==> src/hdl/adcpc_defines.vh <==
`ifndef ADCPC_DEFINES_VH
`define ADCPC_DEFINES_VH

// ----------------------------------------------------------------
// register map (byte addresses)
// ----------------------------------------------------------------
`define ADCPC_ADDR_W 8
`define ADCPC_OFS_SC 8'h00
`define ADCPC_OFS_RESHI 8'h04
`define ADCPC_OFS_RESLO 8'h08
`define ADCPC_OFS_CLK 8'h0C
`define ADCPC_OFS_BFC 8'h10

// ----------------------------------------------------------------
// status/control fields
// ----------------------------------------------------------------
`define ADCPC_CH_LSB 0
`define ADCPC_CH_MSB 4
`define ADCPC_CONT_BIT 5
`define ADCPC_IEN_BIT 6
`define ADCPC_DONE_BIT 7
`define ADCPC_CH_OFF 5'h1F
`define ADCPC_CH_RST 5'h1F

// ----------------------------------------------------------------
// clock register and break flag control fields
// ----------------------------------------------------------------
`define ADCPC_ACLK_BIT 0
`define ADCPC_MODE_LSB 1
`define ADCPC_MODE_MSB 2
`define ADCPC_MODE_HWTRIG 2'h3
`define ADCPC_MODE_RST 2'h0
`define ADCPC_BCE_BIT 0

// ----------------------------------------------------------------
// result layout and bus answers
// ----------------------------------------------------------------
`define ADCPC_RES_W 10
`define ADCPC_RESLO_MSB 7
`define ADCPC_RESHI_LSB 8
`define ADCPC_RESHI_MSB 9
`define ADCPC_RES_RST 10'h000
`define ADCPC_RESP_OKAY 2'h0
`define ADCPC_RESP_SLVERR 2'h2
`define ADCPC_SYNC_W 13
`define ADCPC_HW_TRIGGER 1'b0

`endif

==> src/hdl/adcpc_sync2.v <==
`timescale 1ns/1ps
`include "adcpc_defines.vh"

// ----------------------------------------------------------------
// two-stage synchroniser for the pin-side inputs
// ----------------------------------------------------------------
module adcpc_sync2 (
  // clock and reset
  input wire mclk,
  input wire reset_n,
  // data
  input wire [`ADCPC_SYNC_W-1:0] asyncIn,
  output reg [`ADCPC_SYNC_W-1:0] syncOut
);

  reg [`ADCPC_SYNC_W-1:0] stage1;

  always @(posedge mclk) begin
    if (!reset_n) begin
      stage1 <= {`ADCPC_SYNC_W{1'b0}};
      syncOut <= {`ADCPC_SYNC_W{1'b0}};
    end else begin
      stage1 <= asyncIn;
      syncOut <= stage1;
    end
  end

endmodule // adcpc_sync2

==> src/hdl/adcpc_top.v <==
// Contract
// irq enable set: interrupt at each conversion end, with done flag
// done flag set at every conversion end, whatever irq enable says
// in wait mode keep converting and still interrupt when enabled
// single mode drops to low power by itself after the conversion
// software clears continuous bit before wait if no wakeup is wanted
// async clock off: stop entry aborts conversion, enters low power
// after such a stop stay idle until software writes status/control
// after a stop abort results keep the last completed conversion
// async clock on: conversions and interrupts continue through stop
// software clears continuous bit before stop if no wakeup is wanted
// stop, async clock, hardware mode: wait for trigger, convert once
// no external trigger source; hardware trigger held inactive
// break clear enable 1: software clears in break take effect, persist
// break clear enable 0: accesses in break leave status flags unchanged
// two-step clear: first step kept through protected break, second clears; the done flag here has a one-step clear
// status/control write aborts and restarts unless channel is all ones
// done flag cleared by status/control write or result low read
// interrupt output is done flag AND irq enable, held until clear
//
// Our own choices: the register offsets and the AXI4-Lite slave port.
`timescale 1ns/1ps
`include "adcpc_defines.vh"

module adcpc_top (
  // clock and reset
  input wire mclk,
  input wire reset_n,
  // axi4-lite write address
  input wire [`ADCPC_ADDR_W-1:0] awaddr,
  input wire [2:0] awprot,
  input wire awvalid,
  output reg awready,
  // axi4-lite write data
  input wire [31:0] wdata,
  input wire [3:0] wstrb,
  input wire wvalid,
  output reg wready,
  // axi4-lite write response
  output reg [1:0] bresp,
  output reg bvalid,
  input wire bready,
  // axi4-lite read address
  input wire [`ADCPC_ADDR_W-1:0] araddr,
  input wire [2:0] arprot,
  input wire arvalid,
  output reg arready,
  // axi4-lite read data
  output reg [31:0] rdata,
  output reg [1:0] rresp,
  output reg rvalid,
  input wire rready,
  // system state
  input wire stopMode,
  input wire breakState,
  // converter core
  input wire coreDone,
  input wire [`ADCPC_RES_W-1:0] coreResult,
  output reg coreStart,
  output reg coreAbort,
  output reg coreLowPower,
  output reg [4:0] coreChannel,
  // interrupt
  output reg irq
);

  // ----------------------------------------------------------------
  // states and helpers
  // ----------------------------------------------------------------
  localparam [2:0] ST_IDLE = 3'b001, ST_CONV = 3'b010, ST_HALT = 3'b100;

  function chanOff(input [4:0] ch);
    chanOff = (ch == `ADCPC_CH_OFF);
  endfunction

  // ----------------------------------------------------------------
  // input synchronisation
  // ----------------------------------------------------------------
  wire [`ADCPC_SYNC_W-1:0] syncBus;
  wire stopSync, breakSync, doneSync;
  wire [`ADCPC_RES_W-1:0] resultSync;
  reg doneSeen;

  adcpc_sync2 u_sync (
    .mclk(mclk),
    .reset_n(reset_n),
    .asyncIn({stopMode, breakState, coreDone, coreResult}),
    .syncOut(syncBus)
  );

  assign stopSync = syncBus[`ADCPC_SYNC_W-1];
  assign breakSync = syncBus[`ADCPC_SYNC_W-2];
  assign doneSync = syncBus[`ADCPC_SYNC_W-3];
  assign resultSync = syncBus[`ADCPC_RES_W-1:0];

  // core holds its result stable while done is high
  wire doneRise = doneSync & ~doneSeen;

  // ----------------------------------------------------------------
  // registers
  // ----------------------------------------------------------------
  reg [4:0] channel;
  reg contBit, ienBit, doneFlag, async_clock_enable, bceBit;
  reg [`ADCPC_RES_W-1:0] result;
  reg [1:0] convMode;
  reg [2:0] state;

  // ----------------------------------------------------------------
  // axi4-lite slave: one write and one read at a time
  // ----------------------------------------------------------------
  reg [`ADCPC_ADDR_W-1:0] wrAddr;
  reg [7:0] wrByte;
  reg wrLane0;
  wire awFire = awvalid & awready;
  wire wFire = wvalid & wready;
  wire wrGo = ~awready & ~wready & ~bvalid;
  wire arFire = arvalid & arready;
  wire wrMapped = (wrAddr == `ADCPC_OFS_SC) |
    (wrAddr == `ADCPC_OFS_RESHI) | (wrAddr == `ADCPC_OFS_RESLO) |
    (wrAddr == `ADCPC_OFS_CLK) | (wrAddr == `ADCPC_OFS_BFC);
  wire scWrite = wrGo & wrLane0 & (wrAddr == `ADCPC_OFS_SC);
  wire loRead = arFire & (araddr == `ADCPC_OFS_RESLO);

  always @(posedge mclk) begin
    if (!reset_n) begin
      awready <= 1'b1;
      wready <= 1'b1;
      bvalid <= 1'b0;
      bresp <= `ADCPC_RESP_OKAY;
      wrAddr <= {`ADCPC_ADDR_W{1'b0}};
      wrByte <= 8'h00;
      wrLane0 <= 1'b0;
    end else begin
      if (awFire) begin
        wrAddr <= awaddr;
        awready <= 1'b0;
      end
      if (wFire) begin
        wrByte <= wdata[7:0];
        wrLane0 <= wstrb[0];
        wready <= 1'b0;
      end
      if (wrGo) begin
        bvalid <= 1'b1;
        bresp <= wrMapped ? `ADCPC_RESP_OKAY : `ADCPC_RESP_SLVERR;
      end
      if (bvalid && bready) begin
        bvalid <= 1'b0;
        awready <= 1'b1;
        wready <= 1'b1;
      end
    end
  end

  reg [31:0] rdMux;
  reg rdErr;

  always @* begin
    rdMux = 32'h00000000;
    rdErr = 1'b0;
    case (araddr)
      `ADCPC_OFS_SC: begin
        rdMux[`ADCPC_CH_MSB:`ADCPC_CH_LSB] = channel;
        rdMux[`ADCPC_CONT_BIT] = contBit;
        rdMux[`ADCPC_IEN_BIT] = ienBit;
        rdMux[`ADCPC_DONE_BIT] = doneFlag;
      end
      `ADCPC_OFS_RESHI: begin
        rdMux[1:0] = result[`ADCPC_RESHI_MSB:`ADCPC_RESHI_LSB];
      end
      `ADCPC_OFS_RESLO: begin
        rdMux[7:0] = result[`ADCPC_RESLO_MSB:0];
      end
      `ADCPC_OFS_CLK: begin
        rdMux[`ADCPC_ACLK_BIT] = async_clock_enable;
        rdMux[`ADCPC_MODE_MSB:`ADCPC_MODE_LSB] = convMode;
      end
      `ADCPC_OFS_BFC: begin
        rdMux[`ADCPC_BCE_BIT] = bceBit;
      end
      default: begin
        rdErr = 1'b1;
      end
    endcase
  end

  always @(posedge mclk) begin
    if (!reset_n) begin
      arready <= 1'b1;
      rvalid <= 1'b0;
      rdata <= 32'h00000000;
      rresp <= `ADCPC_RESP_OKAY;
    end else begin
      if (arFire) begin
        arready <= 1'b0;
        rvalid <= 1'b1;
        rdata <= rdMux;
        rresp <= rdErr ? `ADCPC_RESP_SLVERR : `ADCPC_RESP_OKAY;
      end
      if (rvalid && rready) begin
        rvalid <= 1'b0;
        arready <= 1'b1;
      end
    end
  end

  // ----------------------------------------------------------------
  // software-written control bits
  // ----------------------------------------------------------------
  always @(posedge mclk) begin
    if (!reset_n) begin
      channel <= `ADCPC_CH_RST;
      contBit <= 1'b0;
      ienBit <= 1'b0;
      async_clock_enable <= 1'b0;
      convMode <= `ADCPC_MODE_RST;
      bceBit <= 1'b0;
    end else if (wrGo && wrLane0) begin
      case (wrAddr)
        `ADCPC_OFS_SC: begin
          channel <= wrByte[`ADCPC_CH_MSB:`ADCPC_CH_LSB];
          contBit <= wrByte[`ADCPC_CONT_BIT];
          ienBit <= wrByte[`ADCPC_IEN_BIT];
        end
        `ADCPC_OFS_CLK: begin
          async_clock_enable <= wrByte[`ADCPC_ACLK_BIT];
          convMode <= wrByte[`ADCPC_MODE_MSB:`ADCPC_MODE_LSB];
        end
        `ADCPC_OFS_BFC: begin
          bceBit <= wrByte[`ADCPC_BCE_BIT];
        end
        default: bceBit <= bceBit;
      endcase
    end
  end

  // ----------------------------------------------------------------
  // conversion sequencer
  // ----------------------------------------------------------------
  // no trigger pin on this part: the request is a constant low
  wire hwTrig = `ADCPC_HW_TRIGGER;
  wire stopKill = stopSync & ~async_clock_enable;
  wire [4:0] wrChan = wrByte[`ADCPC_CH_MSB:`ADCPC_CH_LSB];
  wire convEnd = (state == ST_CONV) & doneRise & ~stopKill;

  reg [2:0] next_state;
  reg next_start, next_abort;

  always @* begin
    next_state = state;
    next_start = 1'b0;
    next_abort = 1'b0;
    case (state)
      ST_IDLE: begin
        if (stopKill) begin
          next_state = ST_HALT;
        end else if (scWrite && !chanOff(wrChan)) begin
          next_state = ST_CONV;
          next_start = 1'b1;
        end else if (stopSync && async_clock_enable && hwTrig &&
                     convMode == `ADCPC_MODE_HWTRIG) begin
          next_state = ST_CONV;
          next_start = 1'b1;
        end
      end
      ST_CONV: begin
        if (stopKill) begin
          // result stays as the last completed conversion
          next_state = ST_HALT;
          next_abort = 1'b1;
        end else if (scWrite) begin
          next_abort = 1'b1;
          next_start = !chanOff(wrChan);
          next_state = chanOff(wrChan) ? ST_IDLE : ST_CONV;
        end else if (doneRise) begin
          // wait mode has no effect here; only stop can halt
          if (contBit && !chanOff(channel)) begin
            next_start = 1'b1;
          end else begin
            next_state = ST_IDLE;
          end
        end
      end
      ST_HALT: begin
        // continuous mode too needs a fresh write to resume
        if (!stopKill && scWrite && !chanOff(wrChan)) begin
          next_state = ST_CONV;
          next_start = 1'b1;
        end else if (!stopKill && scWrite) begin
          next_state = ST_IDLE;
        end
      end
      default: begin
        next_state = ST_IDLE;
      end
    endcase
  end

  always @(posedge mclk) begin
    if (!reset_n) begin
      state <= ST_IDLE;
      coreStart <= 1'b0;
      coreAbort <= 1'b0;
      coreLowPower <= 1'b1;
      coreChannel <= `ADCPC_CH_RST;
      doneSeen <= 1'b0;
      result <= `ADCPC_RES_RST;
    end else begin
      state <= next_state;
      coreStart <= next_start;
      coreAbort <= next_abort;
      coreLowPower <= (next_state != ST_CONV);
      if (scWrite)
        coreChannel <= wrChan;
      doneSeen <= doneSync;
      if (convEnd && !scWrite)
        result <= resultSync;
    end
  end

  // ----------------------------------------------------------------
  // done flag and interrupt
  // ----------------------------------------------------------------
  // break protects the flag unless clearing is enabled; the flag has a
  // one-step clear so no half-done sequence needs holding
  wire clrAllowed = ~breakSync | bceBit;
  wire doneClr = (scWrite | loRead) & clrAllowed;
  wire setDone = convEnd & ~scWrite;
  wire next_done = setDone | (doneFlag & ~doneClr);
  wire next_ien = scWrite ? wrByte[`ADCPC_IEN_BIT] : ienBit;

  always @(posedge mclk) begin
    if (!reset_n) begin
      doneFlag <= 1'b0;
      irq <= 1'b0;
    end else begin
      doneFlag <= next_done;
      irq <= next_done & next_ien;
    end
  end

endmodule // adcpc_top

==> config.mk <==
export PLATFORM = sky130hd
export DESIGN_NAME = adcpc_top
export DESIGN_NICKNAME = d
export VERILOG_FILES = /design/src/hdl/adcpc_sync2.v /design/src/hdl/adcpc_top.v
export VERILOG_INCLUDE_DIRS = /design/src /design/src/hdl
export SDC_FILE = /design/constraint.sdc
export NUM_CORES = 1
export LEC_CHECK = 0
export BUFFER_PORTS_ARGS = -buffer_cell sky130_fd_sc_hd__buf_4
export CAP_MARGIN = 20
export CORE_AREA = 2 2 92 94
export CTS_BUF_LIST = sky130_fd_sc_hd__clkbuf_4 sky130_fd_sc_hd__clkbuf_8
export CTS_CLUSTER_SIZE = 25
export DETAILED_ROUTE_END_ITERATION = 12
export DIE_AREA = 0 0 94 96
export PLACE_DENSITY = 0.73
export SLEW_MARGIN = 25
export SYNTH_ARGS = -nofsm -noshare
export SYNTH_HDL_FRONTEND = slang
export SYNTH_HIERARCHICAL = 1
export SYNTH_SLANG_ARGS = --single-unit
==> constraint.sdc <==
create_clock -name mclk -period 4.5 [get_ports mclk]
set_input_delay 0.675 -clock mclk [delete_from_list [all_inputs] [get_ports mclk]]
set_output_delay 0.675 -clock mclk [all_outputs]
set_load 0.01 [all_outputs]
# --- After elaboration in Yosys (flattened, before gate mapping) ---
# Cells that the tools add are included.
op_classes:
  n_eq_ne: 14
  mux: 27
  bitwise: 33
  reduce_logical: 21
ops:
  columns: ["op", "count"]
  rows:
  - ["8-bit by 4-bit == test with 1-bit output, second input constant", 4]
  - ["3-bit two-way mux", 8]
  - ["1-bit bitwise AND", 16]
  - ["8-bit by 3-bit == test with 1-bit output, second input constant", 2]
  - ["8-bit by 5-bit == test with 1-bit output, second input constant", 2]
  - ["8-bit zero test", 2]
  - ["5-bit == test, second input constant", 2]
  - ["1-bit two-way mux", 10]
  - ["1-bit NOT", 10]
  - ["5-bit case mux with 2 select lines", 1]
  - ["3-bit case mux with 3 select lines", 1]
  - ["1-bit logical AND", 8]
  - ["2-bit AND reduction", 4]
  - ["1-bit OR", 7]
  - ["2-bit two-way mux", 3]
  - ["1-bit case mux with 3 select lines", 2]
  - ["1-bit case mux with 5 select lines", 1]
  - ["5-bit OR reduction", 1]
  - ["1-bit zero test", 4]
  - ["1-bit case mux with 4 select lines", 1]
  - ["2-bit OR reduction", 2]
  - ["3-bit by 1-bit == test with 1-bit output, second input constant", 1]
  - ["3-bit by 2-bit == test with 1-bit output, second input constant", 1]
  - ["3-bit == test, second input constant", 1]
  - ["3-bit by 2-bit inequality test with 1-bit output, second input constant", 1]
totals:
  regBits: 94

# --- Longest topological paths before layout ---
# Gate-level depths: netlist (run 1).
logic_depth:
  word_depth: 11
  depth_mapped: 5
  depth_no_buf: 4

# --- Modules after synthesis ---
# The synthesis (run 1) kept the hierarchy.
by_module_without_submodules:
  columns: ["mod", "instances", "cells_per_inst", "area_per_inst_um2", "seq_area_each_um2"]
  rows:
  - ["adcpc_top", 1, 321, 2813.9, 1221.2]
  - ["adcpc_sync2", 1, 54, 730.7, 520.5]

# --- Worst setup path before layout (run 1) ---
# No wires, ideal clock.
synth_path:
  kind: "input-to-reg"
  from: "in araddr[1]"
  to: "reg doneFlag"
  setup_time_ps: 132
  arrival_ps: 1725
  t_required_ps: 4368
  slack_ps: 2643
  cell_stages: 4
  n_path_buf: 0
  cell_sequence: "or4_4 nor4_4 nand3b_1 a21oi_1"
synth_via:
  elab_chain_len: 7
synth_rtl:
  columns: ["item", "line", "rtl"]
  rows:
  - ["start: declaration", "adcpc_top.v:44", "input wire [`ADCPC_ADDR_W-1:0] araddr,"]
  - ["8-bit by 4-bit == test with 1-bit output", null, null]
  - ["1-bit bitwise AND", "adcpc_top.v:122", "wire loRead = arFire & (araddr == `ADCPC_OFS_RESLO);"]
  - ["1-bit OR", "adcpc_top.v:327", "wire doneClr = (scWrite | loRead) & clrAllowed;"]
  - ["1-bit bitwise AND", "adcpc_top.v:327", null]
  - ["1-bit NOT", "adcpc_top.v:329", "wire next_done = setDone | (doneFlag & ~doneClr);"]
  - ["1-bit bitwise AND", "adcpc_top.v:329", null]
  - ["1-bit OR", "adcpc_top.v:329", null]
  - ["end signal: assignment", "adcpc_top.v:337", "doneFlag <= next_done;"]
  - ["end: declaration", "adcpc_top.v:103", "reg contBit, ienBit, doneFlag, async_clock_enable, bceBit;"]
# Every way passes these cells.
# A chain may end at the register's enable or synchronous reset.

# --- Worst setup path after layout (run 1) ---
layout_path:
  from: "reg wready"
  to: "reg coreLowPower"
layout_via:
  elab_chain_len: 10
  elab_cells_between_ends: 16
  cone_classes: "eq/ne (1); mux (7); bitwise (5); reduce/logical (3)"
layout_rtl:
  columns: ["item", "line", "rtl"]
  rows:
  - ["start: declaration", "adcpc_top.v:38", "output reg wready,"]
  - ["start signal: assignment", "adcpc_top.v:127", "wready <= 1'b1;"]
  - ["start signal: assignment", "adcpc_top.v:141", "wready <= 1'b0;"]
  - ["start signal: assignment", "adcpc_top.v:150", "wready <= 1'b1;"]
  - ["1-bit NOT *", "adcpc_top.v:116", "wire wrGo = ~awready & ~wready & ~bvalid;"]
  - ["1-bit bitwise AND * (2 in a row)", "adcpc_top.v:116", null]
  - ["1-bit bitwise AND * (2 in a row)", "adcpc_top.v:121", "wire scWrite = wrGo & wrLane0 & (wrAddr == `ADCPC_OFS_SC);"]
  - ["1-bit logical AND, on equally long branches", "adcpc_top.v:286, adcpc_top.v:289, adcpc_top.v:257", null]
  - ["3-bit two-way mux (tied with other cells)", "adcpc_top.v:289", "end else if (!stopKill && scWrite) begin"]
  - ["3-bit two-way mux, on equally long branches", "adcpc_top.v:286, adcpc_top.v:255", null]
  - ["3-bit case mux with 3 select lines *", "adcpc_top.v:253", "case (state)"]
  - ["3-bit by 2-bit inequality test with 1-bit output *", "adcpc_top.v:312", "coreLowPower <= (next_state != ST_CONV);"]
  - ["end signal: assignment", "adcpc_top.v:312", null]
  - ["end: declaration", "adcpc_top.v:61", "output reg coreLowPower,"]
# Mark *: on every way between the ends. The rest lies on a longest branch, timed or not.

==> results of run 1 <==
-- power by group --
part	switching (mW)	internal, mW	leakage [nW]	total [mW]
logic	0.0632	0.0587	0.909	0.122
clock network	0.276	0.313	0.102	0.589
registers	0.0200	0.795	0.711	0.815
-- per-layer routing --
metal	vias to the layer above	global-route usage
met3	11	0.0446
li1	1372	-
met4	0	0.0725
met2	98	0.265
met1	1278	0.207
met5	-	0
-- final cells by class --
class | instances | share of cell area
clock buffer | 9 | 0.0295
clock inverter | 6 | 0.0221
inverter | 6 | 0.00537
multi-input combinational | 262 | 0.375
sequential | 87 | 0.415
tap | 105 | 0.0313
timing repair buffer | 68 | 0.122
-- stage by stage --
step / util / total power [mW] / hold slack [ns] / setup WS, ns
floorplan: - / 0.918 / 0.412 / 2.64
global placement: 0.494 / 0.950 / 0.421 / 2.14
detailed placement: 0.494 / 0.954 / 0.426 / 2.13
CTS: 0.521 / 1.54 / 0.446 / 2.11
global route: 0.521 / 1.59 / 0.459 / 1.90
finish: 0.521 / 1.53 / 0.442 / 2.14
-- cell usage in the layout, fill, tap and decap left out, types with 3 or more instances in the layout --
cell	n
a21oi_1	38
a22oi_1	7
a31oi_1	3
and2_1	8
and2_2	20
buf_4	68
clkbuf_8	9
conb_1	26
dfxtp_1	87
inv_1	6
mux2i_1	4
nand2_1	41
nand2b_1	3
nand3_1	37
nand4b_1	4
nor2_1	11
nor3_1	3
o21ai_0	8
o21ai_2	10
-- final timing paths --
check | endpoint | slack [ns] | cells after the start
worst max-delay path | coreLowPower | 2.14 | 4
worst min-delay path | u_sync/syncOut[9] | 0.44 | 1
worst max register to register | coreLowPower | 2.14 | 4
worst min register to register | u_sync/syncOut[9] | 0.44 | 1
-- cell families (layout without fill, tap and decap cells) --
family	Yosys count	after routing	synth area share
XOR/XNOR	1	1	0.00247
flip-flops	87	87	0.491
multiplexers	8	8	0.0304
buffers and inverters	51	89	0.0907
other	1	26	0.00106
AND/OR/NAND/NOR	150	150	0.247
AO/OA/AOI/OAI	77	77	0.137
-- sequential cells by signal, summed over array words and instances, names as in the netlist, 2 cells and up --
signal and cells:
channel 5, convMode 2, rdata 8, result 10, state 3, u_sync/stage1 13, u_sync/syncOut 13, wrAddr 8
wrByte 7
==> run metrics, run 1 <==
Sink Count=87; total grt overflow=0; vias in the first global route=2,477; final WL=7140 um; RSZ-0062 raised after global routing=false; Crit Path Max Fanout=20; # hold bufs at CTS=0; Placeable Area=8050 um2; synthesized instance count=375; hold path start=u_sync/stage1[9]; share of cells above drive strength 1=0.290; clk slew on worst S/H paths=0.08 ns; Nets=512; Port Buffer Count=67; WS Path Type=flip-flop to flip-flop; DR WL/cell=13.2 um; CP max stage delay=0.90 ns; Hold Crit Class=flip-flop to flip-flop; yosys warns=6; CTS Buf Count=9; top_reg_cell synth=dfxtp_1; Final Max Slew Viols=0; area fraction of the dominant cell type after synthesis=0.491; FILL cells=768; worst-skew pair later-pin latency=0.36 ns; Vias=2,759; Worst path slowest cell=and4b_1; power per cell area=363 nW/um2; CP arrival=2.60 ns; Synth Register Bits=87; Die Y=96 um; relative slew slack=0.348; worst r2r src=wready; Die ar.=9020 um2; post-cts resize count=0; HPWL after DPL=5140 um; Max Fclk=423 MHz; Async S/R FF share, synth=0; register area=1740 um2; Required @ worst endpoint=4.73 ns; initial antenna violation count=0; DP Area=3980 um2; largest area contributor in the netlist=dfxtp_1; Synth-to-Final Area Change=18.4%; Maximum Capacitance Violations=0; Die W=94 um; outcome=completed; synthesized area per cell=9.45 um2; delay-heaviest family, CP=simple AND/OR/NAND/NOR gates; clk_skew=0.0175 ns; Worst-Margin Slew=0.977 ns; CTS max path bufs=2; M1 WL=3200 um; initial DRC count=167; met2 wire length=3400 um; top cells by count, synth=dfxtp_1, nand2_1, a21oi_1, nand3_1, buf_4; dpl cells=528; final-report setup violation count=0; critical path, cell by cell=nor3_2 -> and4b_1 -> nand3_1 -> a211o_1; Post-synth EDFFs=0; pin count of the biggest net entering global routing=38; crit path time final=2.36 ns; count of cell types in the netlist=51; cell area after layout=4200 um2; DR WL met3=398 um; Synth area leaders=dfxtp_1, buf_4, a21oi_1; Cell Rows=33; CTS H-tree lvls=3; Worst Setup SP=wready; Boundary Pins=128; number of detailed-route iterations in the first pass=4; Total Neg Setup Slack=0 ns; RePlAce Congestion=0.798; DRT antenna net count=0; Worst Setup End Kind=flip-flop; Initial Util=0.440; vias per std cell=5.08; Hold Fails Final Rpt=0; sequential cell area fraction in the yosys report=0.491; Final period util=0.526; TritonCTS clock tree=done; buffers plus inverters on the worst setup path=0; antenna fix cells=0; worst vdd ir=0.246 mV; clk root buf=clkbuf_8; first-pass GRT wire length=11,400 um; DRC viols=0; Lkg Pwr=1.72 nW; most frequent cell after synthesis=dfxtp_1; max layer used=met4; Mapped Area=3540 um2; setup bufs post-CTS=0; global-route usage over all layers=0.164; CP startpoint kind=flip-flop; Final Non-Filler Cells=543; multi-input logic area=1580 um2
Note: power is estimated with default switching activity, not from simulation.
==> run 2, diff against run 1 <==
- clock period: 4.5 -> 2.2 ns (I/O delays scaled with it)
==> run 2 against run 1 <==
Net effect: routed wire length decreased by 0.67%; power increased by 100%; hold slack got worse by 0.26 ns; clock skew decreased by 0.0023 ns; combinational power increased by 120%; largest power group unchanged; highest routed layer unchanged.
==> run metrics, run 2 (synthesis results as in run 1) <==
Lkg Pwr=1.76 nW; Cell Rows=33; leading cell type in the layout, fill and taps excluded=dfxtp_1; Final Max Slew Viols=0; Total Neg Setup Slack=0 ns; clk slew on worst S/H paths=0.09 ns; CTS max path bufs=2; number of detailed-route iterations in the first pass=4; # hold bufs at CTS=0; Placeable Area=8050 um2; DRC viols=0; post-cts resize count=0; Maximum Capacitance Violations=0; antenna fix cells=0; Die Y=96 um; CTS H-tree lvls=3; critical path, cell by cell=nor4b_1 -> and4b_1 -> buf_4 -> nand2_1 -> a21oi_1; Sink Count=87; Crit Path Max Fanout=13; Worst Setup End Kind=flip-flop; worst-skew pair later-pin latency=0.36 ns; power per cell area=726 nW/um2; Max Fclk=532 MHz; relative slew slack=0.638; Port Buffer Count=67; Hold Crit Class=input port to flip-flop; Final period util=0.854; most frequent cells in the layout=dfxtp_1, buf_4, nand2_1, a21oi_1, nand3_1; TritonCTS clock tree=done; HPWL after DPL=5090 um; RSZ-0062 raised after global routing=false; Initial Util=0.440; initial antenna violation count=0; final WL=7090 um; final-report setup violation count=0; clk_skew=0.0152 ns; share of cells above drive strength 1=0.303; CP arrival=2.16 ns; pin count of the biggest net entering global routing=37; Hold Fails Final Rpt=0; Boundary Pins=128; total grt overflow=0; clk root buf=clkbuf_8; vias per std cell=4.98; CP startpoint kind=flip-flop; Synth-to-Final Area Change=19.8%; CTS Buf Count=9; DRT antenna net count=0; initial DRC count=185; Design Power=3.08 mW; Required @ worst endpoint=2.48 ns; Vias=2,745; Die W=94 um; vias in the first global route=2,449; Largest regs=u_sync/stage1 x13, u_sync/syncOut x13, result x10; global-route usage over all layers=0.163; WS Path Type=flip-flop to flip-flop; outcome=completed; first-pass GRT wire length=11,400 um; DR WL/cell=12.9 um; RePlAce Congestion=0.811; setup bufs post-CTS=0; Worst-Margin Slew=0.542 ns; Worst path slowest cell=and4b_1; crit path time final=1.88 ns; Nets=519; CP max stage delay=0.46 ns; worst vdd ir=0.468 mV; Die ar.=9020 um2
run 2: final timing paths:
path / startpoint / slack (ns) / endpoint / cells after the start
max: wrAddr[2] / 0.32 / contBit / 5
min: breakState / 0.18 / u_sync/stage1[11] / 2
max reg2reg: wrAddr[2] / 0.32 / contBit / 5
min reg2reg: u_sync/stage1[7] / 0.44 / u_sync/syncOut[7] / 1
run 2: layer usage:
metal  vias to the layer above  part of all wire  wire [um]  global-route usage
li1                       1386                 -          -                   -
met4                         0             0.017        123              0.0495
met2                        92              0.47       3360               0.267
met5                         -                 0          0                   0
met1                      1256              0.45       3200               0.208
met3                        11             0.058        412              0.0478
run 2: power breakdown:
group,internal (mW),switching [mW],total (mW)
registers,1.63,0.0325,1.66
clock network,0.571,0.591,1.16
logic,0.126,0.137,0.263
run 2: layout make-up:
| class | count | area [um2] |
|---|---|---|
| clock inverter | 6 | 75.1 |
| clock buffer | 10 | 138 |
| timing repair buffer | 75 | 563 |
| fill | 742 | 3800 |
| tap | 105 | 131 |
| sequential | 87 | 1740 |
| multi-input combinational | 262 | 1580 |
| inverter | 6 | 22.5 |
run 2: per-stage QoR:
| step | setup slack [ns] | util | hold slack (ns) | instance area (um2) | cells |
|---|---|---|---|---|---|
| after floorplan | 0.621 | - | 0.412 | 3640 | 400 |
| after global placement | 0.406 | 0.501 | 0.422 | 4030 | 535 |
| after detailed placement | 0.387 | 0.501 | 0.425 | 4030 | 535 |
| after CTS | 0.358 | 0.527 | 0.170 | 4250 | 551 |
| after global routing | 0.184 | 0.527 | 0.162 | 4250 | 551 |
| final | 0.322 | 0.527 | 0.181 | 4250 | 551 |
run 2: critical path, delay by kind of cell, from the launching register on:
kind            cells  cell delay [ns]
compound gates      1             0.15
simple gates        3             1.00
flops               1             0.35
buf+inv             1             0.30
==> run 3, diff against run 2 <==
- CTS_BUF_LIST: sky130_fd_sc_hd__clkbuf_4 sky130_fd_sc_hd__clkbuf_8 -> sky130_fd_sc_hd__clkbuf_16
- PLACE_DENSITY: 0.73 -> 0.71
==> run 3 against run 2 <==
Net effect: maximum frequency rose by 0.48%; power up 9.2%; sequential share of layout area fell by 0.81 points; largest power group unchanged; die area did not move; clock-buffer cell count decreased by 1.
==> run metrics, run 3 (synthesis results as in run 1) <==
Sink Count=87; CP max stage delay=0.62 ns; critical path, cell by cell=or3b_4 -> or3_1 -> o21ai_2 -> a21oi_1; pin count of the biggest net entering global routing=25; clk root buf=clkbuf_16; Max Fclk=535 MHz; leading cell type in the layout, fill and taps excluded=dfxtp_1; DP Area=4040 um2; global-route usage over all layers=0.163; clk slew on worst S/H paths=0.07 ns; DRT antenna net count=0; Worst Setup End Kind=flip-flop; Comb pwr share=0.078; setup bufs post-CTS=0; worst hold slack=0.200 ns; Nets=520; dpl cells=536; cell area after layout=4330 um2; # hold bufs at CTS=0; initial DRC count=197; FF-to-FF path depth=4; Crit path depth=4; final WL=7170 um; Final Max Slew Viols=0; relative slew slack=0.638; Initial Util=0.440; most frequent cells in the layout=dfxtp_1, buf_4, nand2_1, a21oi_1, nand3_1; Port Buffer Count=67; hold depth=2; NetSw=0.827 mW; RSZ-0062 raised after global routing=false; antenna fix cells=0; sequential power share=0.493; Clk pwr share=0.429; Crit Path Max Fanout=10; RePlAce Congestion=0.801; Synth-to-Final Area Change=22.2%; Worst-Margin Slew=0.543 ns; Cell Rows=33; DR WL/cell=13.0 um; Die ar.=9020 um2; CP startpoint kind=flip-flop; outcome=completed; Internal Power=2.54 mW; final-report setup violation count=0; total grt overflow=0; share of cells above drive strength 1=0.304; CTS Buf Count=9; post-cts resize count=0; crit path time final=1.87 ns; Maximum Capacitance Violations=0; CTS max path bufs=2; Placeable Area=8050 um2; Hold Crit Class=input port to flip-flop; initial antenna violation count=0; sw frac=0.246; vias in the first global route=2,416; WS Path Type=flip-flop to flip-flop; Reg2Reg Setup Slack=0.33 ns; vias per std cell=4.97; TritonCTS clock tree=done; Lkg Pwr=1.79 nW; CP arrival=2.08 ns; worst-skew pair later-pin latency=0.33 ns; Vias=2,743; clk_skew=0.00902 ns; Die W=94 um; Required @ worst endpoint=2.41 ns; Boundary Pins=128; Worst path slowest cell=or3_1; CTS H-tree lvls=3; Largest regs=u_sync/stage1 x13, u_sync/syncOut x13, result x10; delay-heaviest family, CP=simple AND/OR/NAND/NOR gates; DRC viols=0; HPWL after DPL=5130 um; buffers plus inverters on the worst setup path=0; Die Y=96 um; Final Non-Filler Cells=552; first-pass GRT wire length=11,400 um; worst vdd ir=0.435 mV; Total Neg Setup Slack=0 ns; FILL cells=755; Design Power=3.37 mW; power per cell area=777 nW/um2; number of detailed-route iterations in the first pass=4; Hold Fails Final Rpt=0; Final period util=0.850
## run 3: cell types whose count changed in the layout (fill, tap and decap cells not counted), sizes merged
cell / delta
inv: +1
clkinvlp: +2
bufinv: -1
buf: +1
clkbuf: -1
clkinv: -1
## run 3: metal layers
layer	wire length [um]	track usage
met1	3230	0.211
met2	3440	0.267
met3	400	0.0423
met4	100	0.0495
met5	0	0
## run 3: area by class of cell
| class | count | area [um2] | share of cell area |
|---|---|---|---|
| repair buffers | 76 | 571 | 0.132 |
| flip-flops and latches | 87 | 1740 | 0.402 |
| clock buffers | 9 | 225 | 0.0520 |
| well taps | 105 | 131 | 0.0303 |
| clock inverters | 7 | 65.1 | 0.0150 |
| multi-input cells | 262 | 1580 | 0.364 |
| inverters | 6 | 22.5 | 0.00520 |
## run 3: path summary, 6_finish.rpt
| check | start | to |
|---|---|---|
| setup / recovery | state[1] | result[3] |
| hold reg to reg | u_sync/stage1[9] | u_sync/syncOut[9] |
| hold / removal | coreResult[3] | u_sync/stage1[3] |
| setup reg to reg | state[1] | result[3] |
## run 3: worst reg2reg max path: stages, from the launching register on
cell and delay [ns]:
dfxtp_1 0.40, or3b_4 0.44, or3_1 0.62, o21ai_2 0.22
a21oi_1 0.09
## run 3: per-stage QoR
step	utilization	setup WS [ns]
5_1_grt	0.538	0.248
3_3_place_gp	0.502	0.393
3_5_place_dp	0.502	0.367
4_1_cts	0.538	0.345
6_report	0.538	0.331
2_1_floorplan	-	0.621
## run 3: power by group through the flow
stage	combinational, mW	clock (mW)	sequential (mW)
2_1_floorplan	0.186	0	1.69
3_3_place_gp	0.258	0	1.69
3_5_place_dp	0.263	0	1.69
4_1_cts	0.264	1.47	1.66
5_1_grt	0.292	1.54	1.66
6_report	0.264	1.44	1.66
